==> src/rtl/ibr_defs.vh <==
`ifndef IBR_DEFS_VH
`define IBR_DEFS_VH

// Sys clock period in picoseconds (250 MHz).
`define IBR_CLK_PS 4000
// Least chip-select low and high phase, in nanoseconds.
`define IBR_SEL_LOW_NS 500
`define IBR_SEL_HIGH_NS 500
// Number of select pulses that make up the pattern.
`define IBR_PULSES 3'h4
// Default length of the internal reset, in sys clock cycles.
`define IBR_RESET_CYCLES 16'h0100
// Count width used by the reset timer.
`define IBR_CNT_W 16
`define IBR_CNT_ONE 16'h0001
`define IBR_CNT_ZERO 16'h0000

`endif

==> src/rtl/ibr_sync.v <==
`timescale 1ns/100ps
`default_nettype none

// Two-stage synchroniser for a vector of asynchronous levels.
module ibr_sync #(
  parameter WIDTH = 1
) (
  input wire sysClk,
  input wire nRst,
  input wire [WIDTH-1:0] asyncIn,
  output wire [WIDTH-1:0] syncOut
);
  reg [WIDTH-1:0] stage1_reg;
  reg [WIDTH-1:0] stage2_reg;

  always @(posedge sysClk or negedge nRst) begin
    if (!nRst) begin
      stage1_reg <= {WIDTH{1'b0}};
      stage2_reg <= {WIDTH{1'b0}};
    end else begin
      stage1_reg <= asyncIn;
      stage2_reg <= stage1_reg;
    end
  end

  assign syncOut = stage2_reg;
endmodule // ibr_sync

`default_nettype wire

==> src/rtl/ibr_inband_reset_detector.v <==
// Notes on behaviour
// - Only select and data line zero form pattern.
// - Sample data line zero on select rising.
// - Low-high-low-high over four pulses starts reset.
// - Never drive data line before first clock; code still enables it in the select-fall cycle after a clocked frame.
// - Pattern recognised in every device state but reset.
// - Ignore select and commands during reset.
// - Resume normal command handling after reset.
// - Any reset releases error output, clears state.
`timescale 1ns/100ps
`default_nettype none
`include "ibr_defs.vh"

module ibr_inband_reset_detector #(
  parameter RESET_CYCLES = `IBR_RESET_CYCLES
) (
  input wire sysClk,
  input wire nrst,
  input wire selectN,
  input wire serialClk,
  input wire dataLineZeroIn,
  input wire coreDataOut,
  input wire coreDataOe,
  input wire coreClockSeen,
  input wire errEvent,
  input wire swResetReq,
  input wire hwResetN,
  output wire dataLineZeroOut,
  output wire dataLineZeroOe,
  output reg errOutN_reg,
  output wire errOutOe,
  output reg volatileClear_reg,
  output reg resetActive_reg,
  output wire coreSelectN,
  output reg patternDetect_reg
);
  localparam ST_IDLE = 2'b01;
  localparam ST_RESET = 2'b10;

  reg rstSync1_reg;
  reg rstSync2_reg;
  wire rstN;

  always @(posedge sysClk or negedge nrst) begin
    if (!nrst) begin
      rstSync1_reg <= 1'b0;
      rstSync2_reg <= 1'b0;
    end else begin
      rstSync1_reg <= 1'b1;
      rstSync2_reg <= rstSync1_reg;
    end
  end
  assign rstN = rstSync2_reg;

  // Select and reset pins enter the synchroniser inverted, so its cleared state matches their
  // idle high level and no false select edge or reset pulse follows the release of reset.
  wire [3:0] syncVec;
  ibr_sync #(.WIDTH(4)) pinSync (
    .sysClk(sysClk),
    .nRst(rstN),
    .asyncIn({~selectN, serialClk, dataLineZeroIn, ~hwResetN}),
    .syncOut(syncVec)
  );
  wire selN = ~syncVec[3];
  wire sclk = syncVec[2];
  wire dq0 = syncVec[1];
  wire hwRstN = ~syncVec[0];

  reg selPrev_reg;
  reg sclkPrev_reg;
  reg [2:0] matchCnt_reg;
  reg [2:0] matchCnt_next;
  reg [1:0] state_reg;
  reg [1:0] state_next;
  reg [`IBR_CNT_W-1:0] timer_reg;
  reg [`IBR_CNT_W-1:0] timer_next;
  reg clockInFrame_reg;

  wire selRise = selN & ~selPrev_reg;
  wire selFall = ~selN & selPrev_reg;
  wire sclkEdge = sclk ^ sclkPrev_reg;
  // Level expected on the next pulse: low on even, high on odd pulse counts.
  wire expected = matchCnt_reg[0];

  always @* begin
    matchCnt_next = matchCnt_reg;
    state_next = state_reg;
    timer_next = timer_reg;
    case (state_reg)
      ST_IDLE: begin
        if (sclkEdge && !selN) begin
          matchCnt_next = 3'h0;
        end else if (selRise && !clockInFrame_reg) begin
          // Sampled on select rising regardless of core mode.
          if (dq0 == expected) begin
            matchCnt_next = matchCnt_reg + 3'h1;
          end else if (dq0 == 1'b0) begin
            matchCnt_next = 3'h1;
          end else begin
            matchCnt_next = 3'h0;
          end
          if (dq0 == expected && matchCnt_reg + 3'h1 == `IBR_PULSES) begin
            state_next = ST_RESET;
            timer_next = RESET_CYCLES[`IBR_CNT_W-1:0];
            matchCnt_next = 3'h0;
          end
        end else if (selRise) begin
          matchCnt_next = 3'h0;
        end
      end
      ST_RESET: begin
        // Select activity is not looked at while resetting.
        if (timer_reg == `IBR_CNT_ONE) begin
          state_next = ST_IDLE;
          timer_next = `IBR_CNT_ZERO;
        end else begin
          timer_next = timer_reg - `IBR_CNT_ONE;
        end
      end
      default: begin
        state_next = ST_IDLE;
        matchCnt_next = 3'h0;
        timer_next = `IBR_CNT_ZERO;
      end
    endcase
  end

  wire anyReset = (state_next == ST_RESET) || swResetReq || !hwRstN;

  // Edge history of the synchronised pins; the select copy idles high like the pin itself.
  always @(posedge sysClk or negedge rstN) begin
    if (!rstN) begin
      selPrev_reg <= 1'b1;
      sclkPrev_reg <= 1'b0;
    end else begin
      selPrev_reg <= selN;
      sclkPrev_reg <= sclk;
    end
  end

  always @(posedge sysClk or negedge rstN) begin
    if (!rstN) begin
      matchCnt_reg <= 3'h0;
      state_reg <= ST_IDLE;
      timer_reg <= `IBR_CNT_ZERO;
    end else begin
      matchCnt_reg <= matchCnt_next;
      state_reg <= state_next;
      timer_reg <= timer_next;
    end
  end

  // A clock edge in the same cycle as the select fall belongs to the new frame, so setting
  // wins over clearing; otherwise that frame would still be counted as a reset pulse.
  always @(posedge sysClk or negedge rstN) begin
    if (!rstN) begin
      clockInFrame_reg <= 1'b0;
    end else if (!selN && sclkEdge) begin
      clockInFrame_reg <= 1'b1;
    end else if (selFall) begin
      clockInFrame_reg <= 1'b0;
    end
  end

  always @(posedge sysClk or negedge rstN) begin
    if (!rstN) begin
      errOutN_reg <= 1'b1;
      volatileClear_reg <= 1'b1;
      resetActive_reg <= 1'b0;
      patternDetect_reg <= 1'b0;
    end else begin
      patternDetect_reg <= (state_reg == ST_IDLE) && (state_next == ST_RESET);
      resetActive_reg <= (state_next == ST_RESET);
      volatileClear_reg <= anyReset;
      // Release wins over a new error event, since reset clears the error state.
      if (anyReset) begin
        errOutN_reg <= 1'b1;
      end else if (errEvent) begin
        errOutN_reg <= 1'b0;
      end
    end
  end

  // Core sees select held inactive during the reset, so commands are dropped.
  assign coreSelectN = (state_reg == ST_RESET) ? 1'b1 : selN;
  // Data line driven once a clock edge has been seen in this frame, and in the select-fall cycle that follows a clocked frame.
  assign dataLineZeroOe = coreDataOe && coreClockSeen && clockInFrame_reg && !selN
    && (state_reg == ST_IDLE);
  assign dataLineZeroOut = coreDataOut;
  // Open drain: the pin is pulled low only while the error is flagged.
  assign errOutOe = ~errOutN_reg;
endmodule // ibr_inband_reset_detector

`default_nettype wire

==> config.mk <==
export PLATFORM = sky130hd
export DESIGN_NAME = ibr_inband_reset_detector
export DESIGN_NICKNAME = d
export VERILOG_FILES = /design/src/rtl/ibr_sync.v /design/src/rtl/ibr_inband_reset_detector.v
export VERILOG_INCLUDE_DIRS = /design/src /design/src/rtl
export SDC_FILE = /design/constraint.sdc
export NUM_CORES = 1
export LEC_CHECK = 0
export BUFFER_PORTS_ARGS = -buffer_cell sky130_fd_sc_hd__buf_2
export CAP_MARGIN = 10
export CORE_MARGIN = 1.5
export CORE_UTILIZATION = 45
export DETAILED_ROUTE_END_ITERATION = 7
export GPL_ROUTABILITY_DRIVEN = 0
export PLACE_DENSITY_LB_ADDON = 0.05
export SLEW_MARGIN = 10
export SYNTH_ARGS = -nofsm -noshare
export SYNTH_HDL_FRONTEND = slang
export SYNTH_SLANG_ARGS = --single-unit
==> constraint.sdc <==
create_clock -name sysClk -period 2.8 [get_ports sysClk]
set_clock_uncertainty 0.1 [all_clocks]
set_input_delay 0.7 -clock sysClk [delete_from_list [all_inputs] [get_ports sysClk]]
set_output_delay 0.7 -clock sysClk [all_outputs]
set_load 0.02 [all_outputs]
==> results.cfg, run 1 <==
[clock_network]
root_buffer = clkbuf_8
clock_latency_ps = 300
path_clk_slew_ps = 80
cts-resized-gates = 0
post_cts_buffers = 0
cts_num_sinks = 38
tritoncts = yes
htreeDepth = 2
clk_path_buf_depth = 2
hold_buffers = 0
numCtsBuffers = 5

[setup_path]
crit_fanout = 10
path_class = flip-flop to output pin
worst_ep_required_time_ps = 2000
crit_buf_inv = 1
slowest_stage = dfstp_2
arrival_ps = 1610
slowest_delay_ps = 550
cp_top_family = flip-flops
end_kind = output pin
startpoint_type = flip-flop
path_cells = ha_1 > nand4_1 > nor2_1 > buf_2

[synthesis]
synth-edff-count = 0
synthCells = 190
syn_area_per_cell_um2 = 10.6
yosysUniqueCellTypes = 54
syn_area_um2 = 2020
ys_async_sr_fraction = 1.00
ys_seq_elements = 38
synth_ff_type = dfrtp_1
synth-seq-area-share = 0.472
syn_nets = 209
synth_warnings = 0

[sta]
setup_ws_ps = 395
fin_crit_sh = 0.859
max_slew.worst_pin.slew_ps = 723
fin_crit_ps = 2410
rsz0062_at_grt = false
maxSlewHeadroom = 0.518
slew_violations = 0
fmax_mhz = 416
hold_violations = 0
finalSetupViolCount = 0
fin_setup_tns_ps = 0

[placed_design]
portBuffers = 16
dp_cells = 251
dpl_worst_slack_ps = 494
place_hpwl_um = 3010
place_area_um2 = 2120

[floorplan]
die_h_um = 70.1
die_w_um = 70.1
core_area_um2 = 4350
num_io_pins = 19
initial_core_util = 0.465
rows = 24
dieArea_um2 = 4910

[grt]
grt_pass1_vias = 1540
antenna_found_initial = 0
grt_pass1_wl_um = 7380
grt_max_degree = 21
grt_overflow_total = 0
grtUsageTotal = 0.189

[cells_and_area]
n_fill_cell = 405
multi_input_area_um2 = 917
num_antenna_cells = 0
fin_area_um2 = 2240
fin_cells = 259
mostFrequentLayoutCells = dfrtp_1, inv_1, buf_2
largest_reg_flops = 16
nets = 225
final_common_cell = dfrtp_1
area_growth_pct = 10.6
regArea_um2 = 956
layout-drive-gt1-share = 0.208

[power_and_ir_drop]
combPwrFrac = 0.194
power_mw = 1.33
p_leak_nw = 1.02
clkPwrFrac = 0.358
p_per_area_nw_per_um2 = 594
swShare = 0.296
power.switching_mw = 0.393
vdd_drop_max_mv = 0.300
power.internal_mw = 0.936
pwr-share-seq = 0.448

[route]
viasPerCell = 5.98
ant_nets = 0
wl_per_cell_um = 16.4
route.detailed.drc = 0
drt_wl_total_um = 4250
drt_first_pass_iters = 4
initialDrtViolationCount = 109
vias = 1550

[run]
max_cap_viol_count = 0

[run_status]
outcome = completed

[min_path]
hold_path.class = input pin to asynchronous set/reset pin
cells by family (layout without fill, tap and decap cells):
family | Yosys count | after routing | share of synthesized area
mux | 7 | 7 | 0.0359
simple gates | 61 | 61 | 0.205
xor+xnor | 1 | 1 | 0.00433
other cells | 1 | 1 | 0.00185
compound gates | 43 | 43 | 0.157
fa+ha+maj | 8 | 8 | 0.0495
flops | 38 | 38 | 0.472
buf+inv | 31 | 48 | 0.0742
layer usage:
metal / up-vias / share of wire / GRT usage
met5: - / 0 / 0
met4: 0 / 0.012 / 0.0641
met3: 7 / 0.044 / 0.0346
met2: 42 / 0.45 / 0.279
met1: 762 / 0.49 / 0.279
li1: 739 / - / -
worst register-to-register path: stages (launching register included):
cell and delay, ps:
dfrtp_1 430, inv_1 100, ha_1 150, nor4b_1 410
nand4_2 550, a32oi_1 390, o31ai_1 110
power by group through the flow:
stage	Sequential (mW)	Clock (mW)	Combinational, mW
3_3_place_gp	0.605	0	0.250
6_report	0.595	0.476	0.258
5_1_grt	0.601	0.501	0.286
2_1_floorplan	0.607	0	0.187
4_1_cts	0.596	0.480	0.257
3_5_place_dp	0.607	0	0.255
cells in the mapped netlist (all sizes together), types with 2 or more instances:
| master | count | area share |
|---|---|---|
| o31ai | 5 | 0.019 |
| or2 | 2 | 0.0062 |
| ha | 8 | 0.049 |
| nor4 | 4 | 0.030 |
| a31oi | 9 | 0.028 |
| buf | 7 | 0.030 |
| o311ai | 3 | 0.013 |
| a32oi | 5 | 0.022 |
| mux2i | 5 | 0.025 |
| dfstp | 4 | 0.052 |
| nand4 | 12 | 0.040 |
| clkbuf | 4 | 0.0074 |
| dfrtp | 34 | 0.42 |
| nand2 | 10 | 0.019 |
| o21ai | 7 | 0.023 |
| nor2 | 5 | 0.0093 |
| a21oi | 2 | 0.0049 |
| nor3 | 6 | 0.015 |
| nor2b | 2 | 0.0062 |
| or3 | 3 | 0.0093 |
| nand2b | 4 | 0.012 |
| mux2 | 2 | 0.011 |
| inv | 20 | 0.037 |
| or3b | 2 | 0.0087 |
| nand3 | 4 | 0.016 |
| a41oi | 3 | 0.013 |
| o22ai | 2 | 0.0062 |
| nor4b | 3 | 0.016 |
final timing paths:
| kind | from | endpoint | slack [ps] | depth (start not counted) |
|---|---|---|---|---|
| min | nrst | rstN$_DFF_PN0_ | 70 | 1 |
| min in group sysClk | pinSync.stage1_reg[3]$_DFF_PN0_ | pinSync.syncOut[3]$_DFF_PN0_ | 250 | 0 |
| min reg2reg | rstN$_DFF_PN0_ | resetActive_reg$_DFF_PN0_ | 200 | 0 |
| max reg2reg | timer_reg[1]$_DFFE_PN0P_ | timer_reg[14]$_DFFE_PN0P_ | 450 | 6 |
| max in group asynchronous | rstN$_DFF_PN0_ | state_reg[0]$_DFF_PN1_ | 1610 | 1 |
| max | state_reg[0]$_DFF_PN1_ | dataLineZeroOe | 390 | 4 |
area by class of cell:
cell class	count	share of cell area
tap	52	0.0291
inverter	20	0.0336
clock inverter	3	0.0201
clock buffer	5	0.0308
multi-input combinational	121	0.410
timing repair buffer	20	0.0492
sequential	38	0.427
stage by stage:
step                hold WS, ps  utilization
floorplan                   231            -
global placement            211        0.488
detailed placement          228        0.488
CTS                        69.8        0.514
global route               67.5        0.514
finish                     71.6        0.514
(Power assumes the default switching activity.)
==> inputs of run 2 (changes only) <==
--- a/config.mk
+++ b/config.mk
@@ -12,7 +12,9 @@
 export CORE_UTILIZATION = 45
 export DETAILED_ROUTE_END_ITERATION = 7
 export GPL_ROUTABILITY_DRIVEN = 0
+export HOLD_SLACK_MARGIN = 0.03
 export PLACE_DENSITY_LB_ADDON = 0.05
+export REMOVE_ABC_BUFFERS = 1
 export SLEW_MARGIN = 10
 export SYNTH_ARGS = -nofsm -noshare
 export SYNTH_HDL_FRONTEND = slang
==> constraint.sdc (replaced) <==
create_clock -name sysClk -period 2.8 [get_ports sysClk]
set_clock_uncertainty 0.1 [all_clocks]
set_input_delay 0.7 -clock sysClk [delete_from_list [all_inputs] [get_ports sysClk]]
set_output_delay 0.7 -clock sysClk [all_outputs]
set_load 0.05 [all_outputs]
==> run 2 against run 1 <==
Compared with the run above:
- cell area is 1.1% lower
- register-to-register slack lost 70 ps
- power fell by 8.6%
- non-clock buffer count increased by 1
- final cell count unchanged
- clock-buffer cell count did not move
- core utilization shrank 0.57 points
- clock power decreased by 25%
- global-route usage increased by 0.38 points
- routed wire length rose by 0.82%
- critical endpoint unchanged
- largest power group unchanged
==> results.cfg, run 2 (synthesis gave the netlist of run 1 again) <==
[floorplan]
core_area_um2 = 4350
initial_core_util = 0.465
rows = 24
die_h_um = 70.1
num_io_pins = 19
die_w_um = 70.1
dieArea_um2 = 4910

[setup_path]
slowest_stage = dfstp_2
worst_ep_required_time_ps = 2000
crit_buf_inv = 1
arrival_ps = 1710
cp_top_family = flip-flops
slowest_delay_ps = 550
path_cells = ha_1 > nand4_1 > nor2_1 > buf_2
crit_fanout = 10
end_kind = output pin
path_class = flip-flop to output pin
startpoint_type = flip-flop

[placed_design]
dpl_worst_slack_ps = 449
place_hpwl_um = 2890
portBuffers = 16

[clock_network]
hold_buffers = 1
numCtsBuffers = 5
htreeDepth = 2
clk_path_buf_depth = 2
cts-resized-gates = 0
post_cts_buffers = 0
path_clk_slew_ps = 70
cts_num_sinks = 38
root_buffer = clkbuf_8
tritoncts = yes
clock_latency_ps = 290

[power_and_ir_drop]
vdd_drop_max_mv = 0.328
p_per_area_nw_per_um2 = 550
p_leak_nw = 1.02

[sta]
fin_crit_ps = 2510
setup_ws_ps = 289
fmax_mhz = 398
rsz0062_at_grt = false
slew_violations = 0
finalSetupViolCount = 0
fin_setup_tns_ps = 0
hold_violations = 0
max_slew.worst_pin.slew_ps = 649
fin_crit_sh = 0.897
maxSlewHeadroom = 0.567

[grt]
grtUsageTotal = 0.192
grt_pass1_wl_um = 7610
grt_pass1_vias = 1635
grt_overflow_total = 0
antenna_found_initial = 0
grt_max_degree = 36

[route]
initialDrtViolationCount = 111
vias = 1588
drt_wl_total_um = 4280
ant_nets = 0
route.detailed.drc = 0
drt_first_pass_iters = 4
wl_per_cell_um = 16.5
viasPerCell = 6.13

[run]
max_cap_viol_count = 0

[min_path]
hold_path.class = input pin to asynchronous set/reset pin

[cells_and_area]
mostFrequentLayoutCells = dfrtp_1, inv_1, buf_2
area_growth_pct = 9.34
largest_reg_flops = 16
num_antenna_cells = 0
layout-drive-gt1-share = 0.203
n_fill_cell = 409
nets = 226
final_common_cell = dfrtp_1

[run_status]
outcome = completed
[run 2: cell types whose count changed in the layout (fill, tap and decap cells not counted), sizes merged]
cell	delta
dlygate4sd3	+1
bufinv	-1
clkinv	+2
clkinvlp	-2
[run 2: cell type report]
cell class | instances | area (um^2) | share of cell area
timing repair buffer | 21 | 120 | 0.0543
clock buffer | 5 | 68.8 | 0.0311
clock inverter | 2 | 10.0 | 0.00452
inverter | 20 | 75.1 | 0.0339
tap | 52 | 65.1 | 0.0294
sequential | 38 | 956 | 0.432
multi-input combinational | 121 | 917 | 0.415
[run 2: routing by layer]
layer	routed length, um	GRT usage	vias up
met4	49	0.0662	0
met2	2100	0.310	44
met5	0	0	-
li1	-	-	744
met1	1940	0.253	795
met3	193	0.0491	5
[run 2: path summary, 6_finish.rpt]
path / startpoint / to / slack [ps] / cells after the start
worst min-delay path: nrst / rstN$_DFF_PN0_ / 80 / 1
worst max-delay path: state_reg[0]$_DFF_PN1_ / dataLineZeroOe / 290 / 4
worst min register to register: rstN$_DFF_PN0_ / timer_reg[14]$_DFFE_PN0P_ / 220 / 1
min in group sysClk: pinSync.stage1_reg[1]$_DFF_PN0_ / pinSync.syncOut[1]$_DFF_PN0_ / 250 / 0
worst max register to register: timer_reg[1]$_DFFE_PN0P_ / timer_reg[10]$_DFFE_PN0P_ / 380 / 6
max in group asynchronous: rstN$_DFF_PN0_ / pinSync.stage1_reg[0]$_DFF_PN0_ / 2040 / 1
[run 2: worst reg2reg max path, stage by stage, from the launching register on]
cell and delay (ps):
dfrtp_1 430, inv_1 90, ha_1 150, nor4b_1 430, nand4_2 570, a32oi_1 430
o31ai_1 100
[run 2: per-stage QoR]
stage	hold slack, ps	instances	utilization	power [mW]	area [um^2]
after floorplan	231	179	-	0.795	1950
final	78.8	259	0.508	1.22	2210
after CTS	64.9	259	0.508	1.23	2210
after detailed placement	-87.8	251	0.488	0.867	2120
after global routing	63.3	259	0.508	1.28	2210
after global placement	-91.9	251	0.488	0.863	2120
[run 2: where the power goes]
| group | total, mW | internal (mW) | switching [mW] |
|---|---|---|---|
| clock | 0.357 | 0.167 | 0.190 |
| combinational | 0.268 | 0.0960 | 0.172 |
| sequential | 0.591 | 0.576 | 0.0146 |
| total | 1.22 | 0.840 | 0.376 |
==> inputs of run 3 (changes only) <==
--- a/config.mk
+++ b/config.mk
@@ -10,6 +10,7 @@
 export CAP_MARGIN = 10
 export CORE_MARGIN = 1.5
 export CORE_UTILIZATION = 45
+export CTS_BUF_LIST = sky130_fd_sc_hd__clkbuf_8
 export DETAILED_ROUTE_END_ITERATION = 7
 export GPL_ROUTABILITY_DRIVEN = 0
 export HOLD_SLACK_MARGIN = 0.03
==> constraint.sdc (replaced) <==
create_clock -name sysClk -period 2.7 [get_ports sysClk]
set_clock_uncertainty 0.1 [all_clocks]
set_input_delay 0.675 -clock sysClk [delete_from_list [all_inputs] [get_ports sysClk]]
set_output_delay 0.675 -clock sysClk [all_outputs]
set_load 0.05 [all_outputs]
==> run 3 against run 2 <==
Compared with the run above:
- routed wire length down 2.4%
- sequential share of layout area down 0.67 points
- via count down 1.6%
- die area unchanged
- sequential cell count unchanged
- sequential power up 3.7%
- global-route usage down 0.55 points
- register-to-register slack better by 100 ps
- critical endpoint unchanged
- highest routed layer unchanged
==> results.cfg, run 3 (synthesis gave the netlist of run 1 again) <==
[floorplan]
initial_core_util = 0.465
core_area_um2 = 4350
die_w_um = 70.1
die_h_um = 70.1
num_io_pins = 19
dieArea_um2 = 4910
rows = 24

[setup_path]
cp-startpoint = state_reg[0]$_DFF_PN1_
rr_worst_depth = 4
path_class = flip-flop to output pin
r2r_slack_ps = 480
crit_end = dataLineZeroOe
arrival_ps = 1690
worst_ep_required_time_ps = 1920
r2r_start = state_reg[0]$_DFF_PN1_
end_kind = output pin
rr_endpoint = matchCnt_reg[2]$_DFFE_PN0P_
startpoint_type = flip-flop
crit_fanout = 10

[cells_and_area]
area_growth_pct = 11.1
multi_input_area_um2 = 917
num_antenna_cells = 0
fin_cells = 261
nets = 227
mostFrequentLayoutCells = dfrtp_1, inv_1, buf_2
final_common_cell = dfrtp_1
largest_reg_flops = 16
layout-drive-gt1-share = 0.201
n_fill_cell = 399
regArea_um2 = 956

[clock_network]
htreeDepth = 2
clock_latency_ps = 280
cts_num_sinks = 38
path_clk_slew_ps = 70
numCtsBuffers = 5
root_buffer = clkbuf_8
tritoncts = yes
clk_path_buf_depth = 2

[route]
ant_nets = 0
route.detailed.drc = 0
initialDrtViolationCount = 98
drt_first_pass_iters = 4
drt_wl_total_um = 4180
vias = 1563
viasPerCell = 5.99
wl_per_cell_um = 16.0

[grt]
grt_overflow_total = 0
grt_pass1_wl_um = 7240
grt_pass1_vias = 1547
grtUsageTotal = 0.187
antenna_found_initial = 0
grt_max_degree = 36

[sta]
finalSetupViolCount = 0
fin_crit_ps = 2470
maxSlewHeadroom = 0.535
hold_violations = 0
fin_setup_tns_ps = 0
fmax_mhz = 405
rsz0062_at_grt = false
fin_crit_sh = 0.914
max_slew.worst_pin.slew_ps = 695
slew_violations = 0

[placed_design]
dp_cells = 252
portBuffers = 16
place_hpwl_um = 2960

[min_path]
hold_path.class = input pin to asynchronous set/reset pin

[run_status]
outcome = completed

[power_and_ir_drop]
p_per_area_nw_per_um2 = 598
vdd_drop_max_mv = 0.289
p_leak_nw = 1.04

[run]
max_cap_viol_count = 0
-- run 3: cell count changes in the layout (fill, tap and decap cells not counted), sizes merged --
cell | previous run | this run
clkinv | 2 | 0
inv | 20 | 22
buf | 20 | 21
bufinv | 0 | 1
-- run 3: final cells by class --
cell class                 count  area share
clock buffer                   5      0.0306
clock inverter                 3      0.0167
inverter                      20      0.0334
multi-input combinational    121       0.408
sequential                    38       0.425
tap                           52      0.0290
timing repair buffer          22      0.0568
-- run 3: how the worst min path moves through the flow --
stage                               startpoint                         endpoint  slack [ps]  depth (start not counted)
2_1_floorplan  pinSync.stage1_reg[0]$_DFF_PN0_     pinSync.syncOut[0]$_DFF_PN0_         230                          0
6_report                                  nrst           rstSync1_reg$_DFF_PN0_          70                          1
5_1_grt                                   nrst                   rstN$_DFF_PN0_          50                          1
3_5_place_dp                    rstN$_DFF_PN0_  pinSync.stage1_reg[0]$_DFF_PN0_         -90                          0
4_1_cts                                   nrst                   rstN$_DFF_PN0_          60                          1
3_3_place_gp                    rstN$_DFF_PN0_  pinSync.stage1_reg[0]$_DFF_PN0_         -90                          0
-- run 3: per-stage QoR --
step / util / power, mW / instance area (um^2) / hold slack [ps] / worst slack, ps
finish: 0.516 / 1.34 / 2250 / 65.6 / 231
global route: 0.516 / 1.42 / 2250 / 45.9 / 108
CTS: 0.516 / 1.36 / 2250 / 58.3 / 199
global placement: 0.489 / 0.895 / 2130 / -92.0 / 518
floorplan: - / 0.824 / 1950 / 231 / 316
detailed placement: 0.489 / 0.902 / 2130 / -87.4 / 502
-- run 3: timing repair --
item,in CTS,in global routing
setup buffers,0,0
endpoints found under the hold margin,1,0
hold buffers,1,0
endpoints found under the setup margin,0,0
resized for setup,0,0
-- run 3: critical path: stages (launching register included) --
cell     delay [ps]
dfstp_2         550
ha_1            370
nand4_1         140
nor2_1          100
buf_2           260
-- run 3: layer usage --
| metal | vias to the layer above | routed length (um) | track usage | part of all wire |
|---|---|---|---|---|
| met1 | 782 | 1870 | 0.249 | 0.45 |
| met5 | - | 0 | 0 | 0 |
| li1 | 742 | - | - | - |
| met2 | 34 | 2090 | 0.302 | 0.50 |
| met3 | 5 | 160 | 0.0447 | 0.038 |
| met4 | 0 | 53 | 0.0620 | 0.013 |
-- run 3: where the power goes --
group | switching, mW | internal (mW) | total, mW | leakage [nW]
logic | 0.179 | 0.0996 | 0.279 | 0.488
clock network | 0.184 | 0.269 | 0.453 | 0.0607
registers | 0.0146 | 0.598 | 0.613 | 0.489
total | 0.378 | 0.966 | 1.34 | 1.04
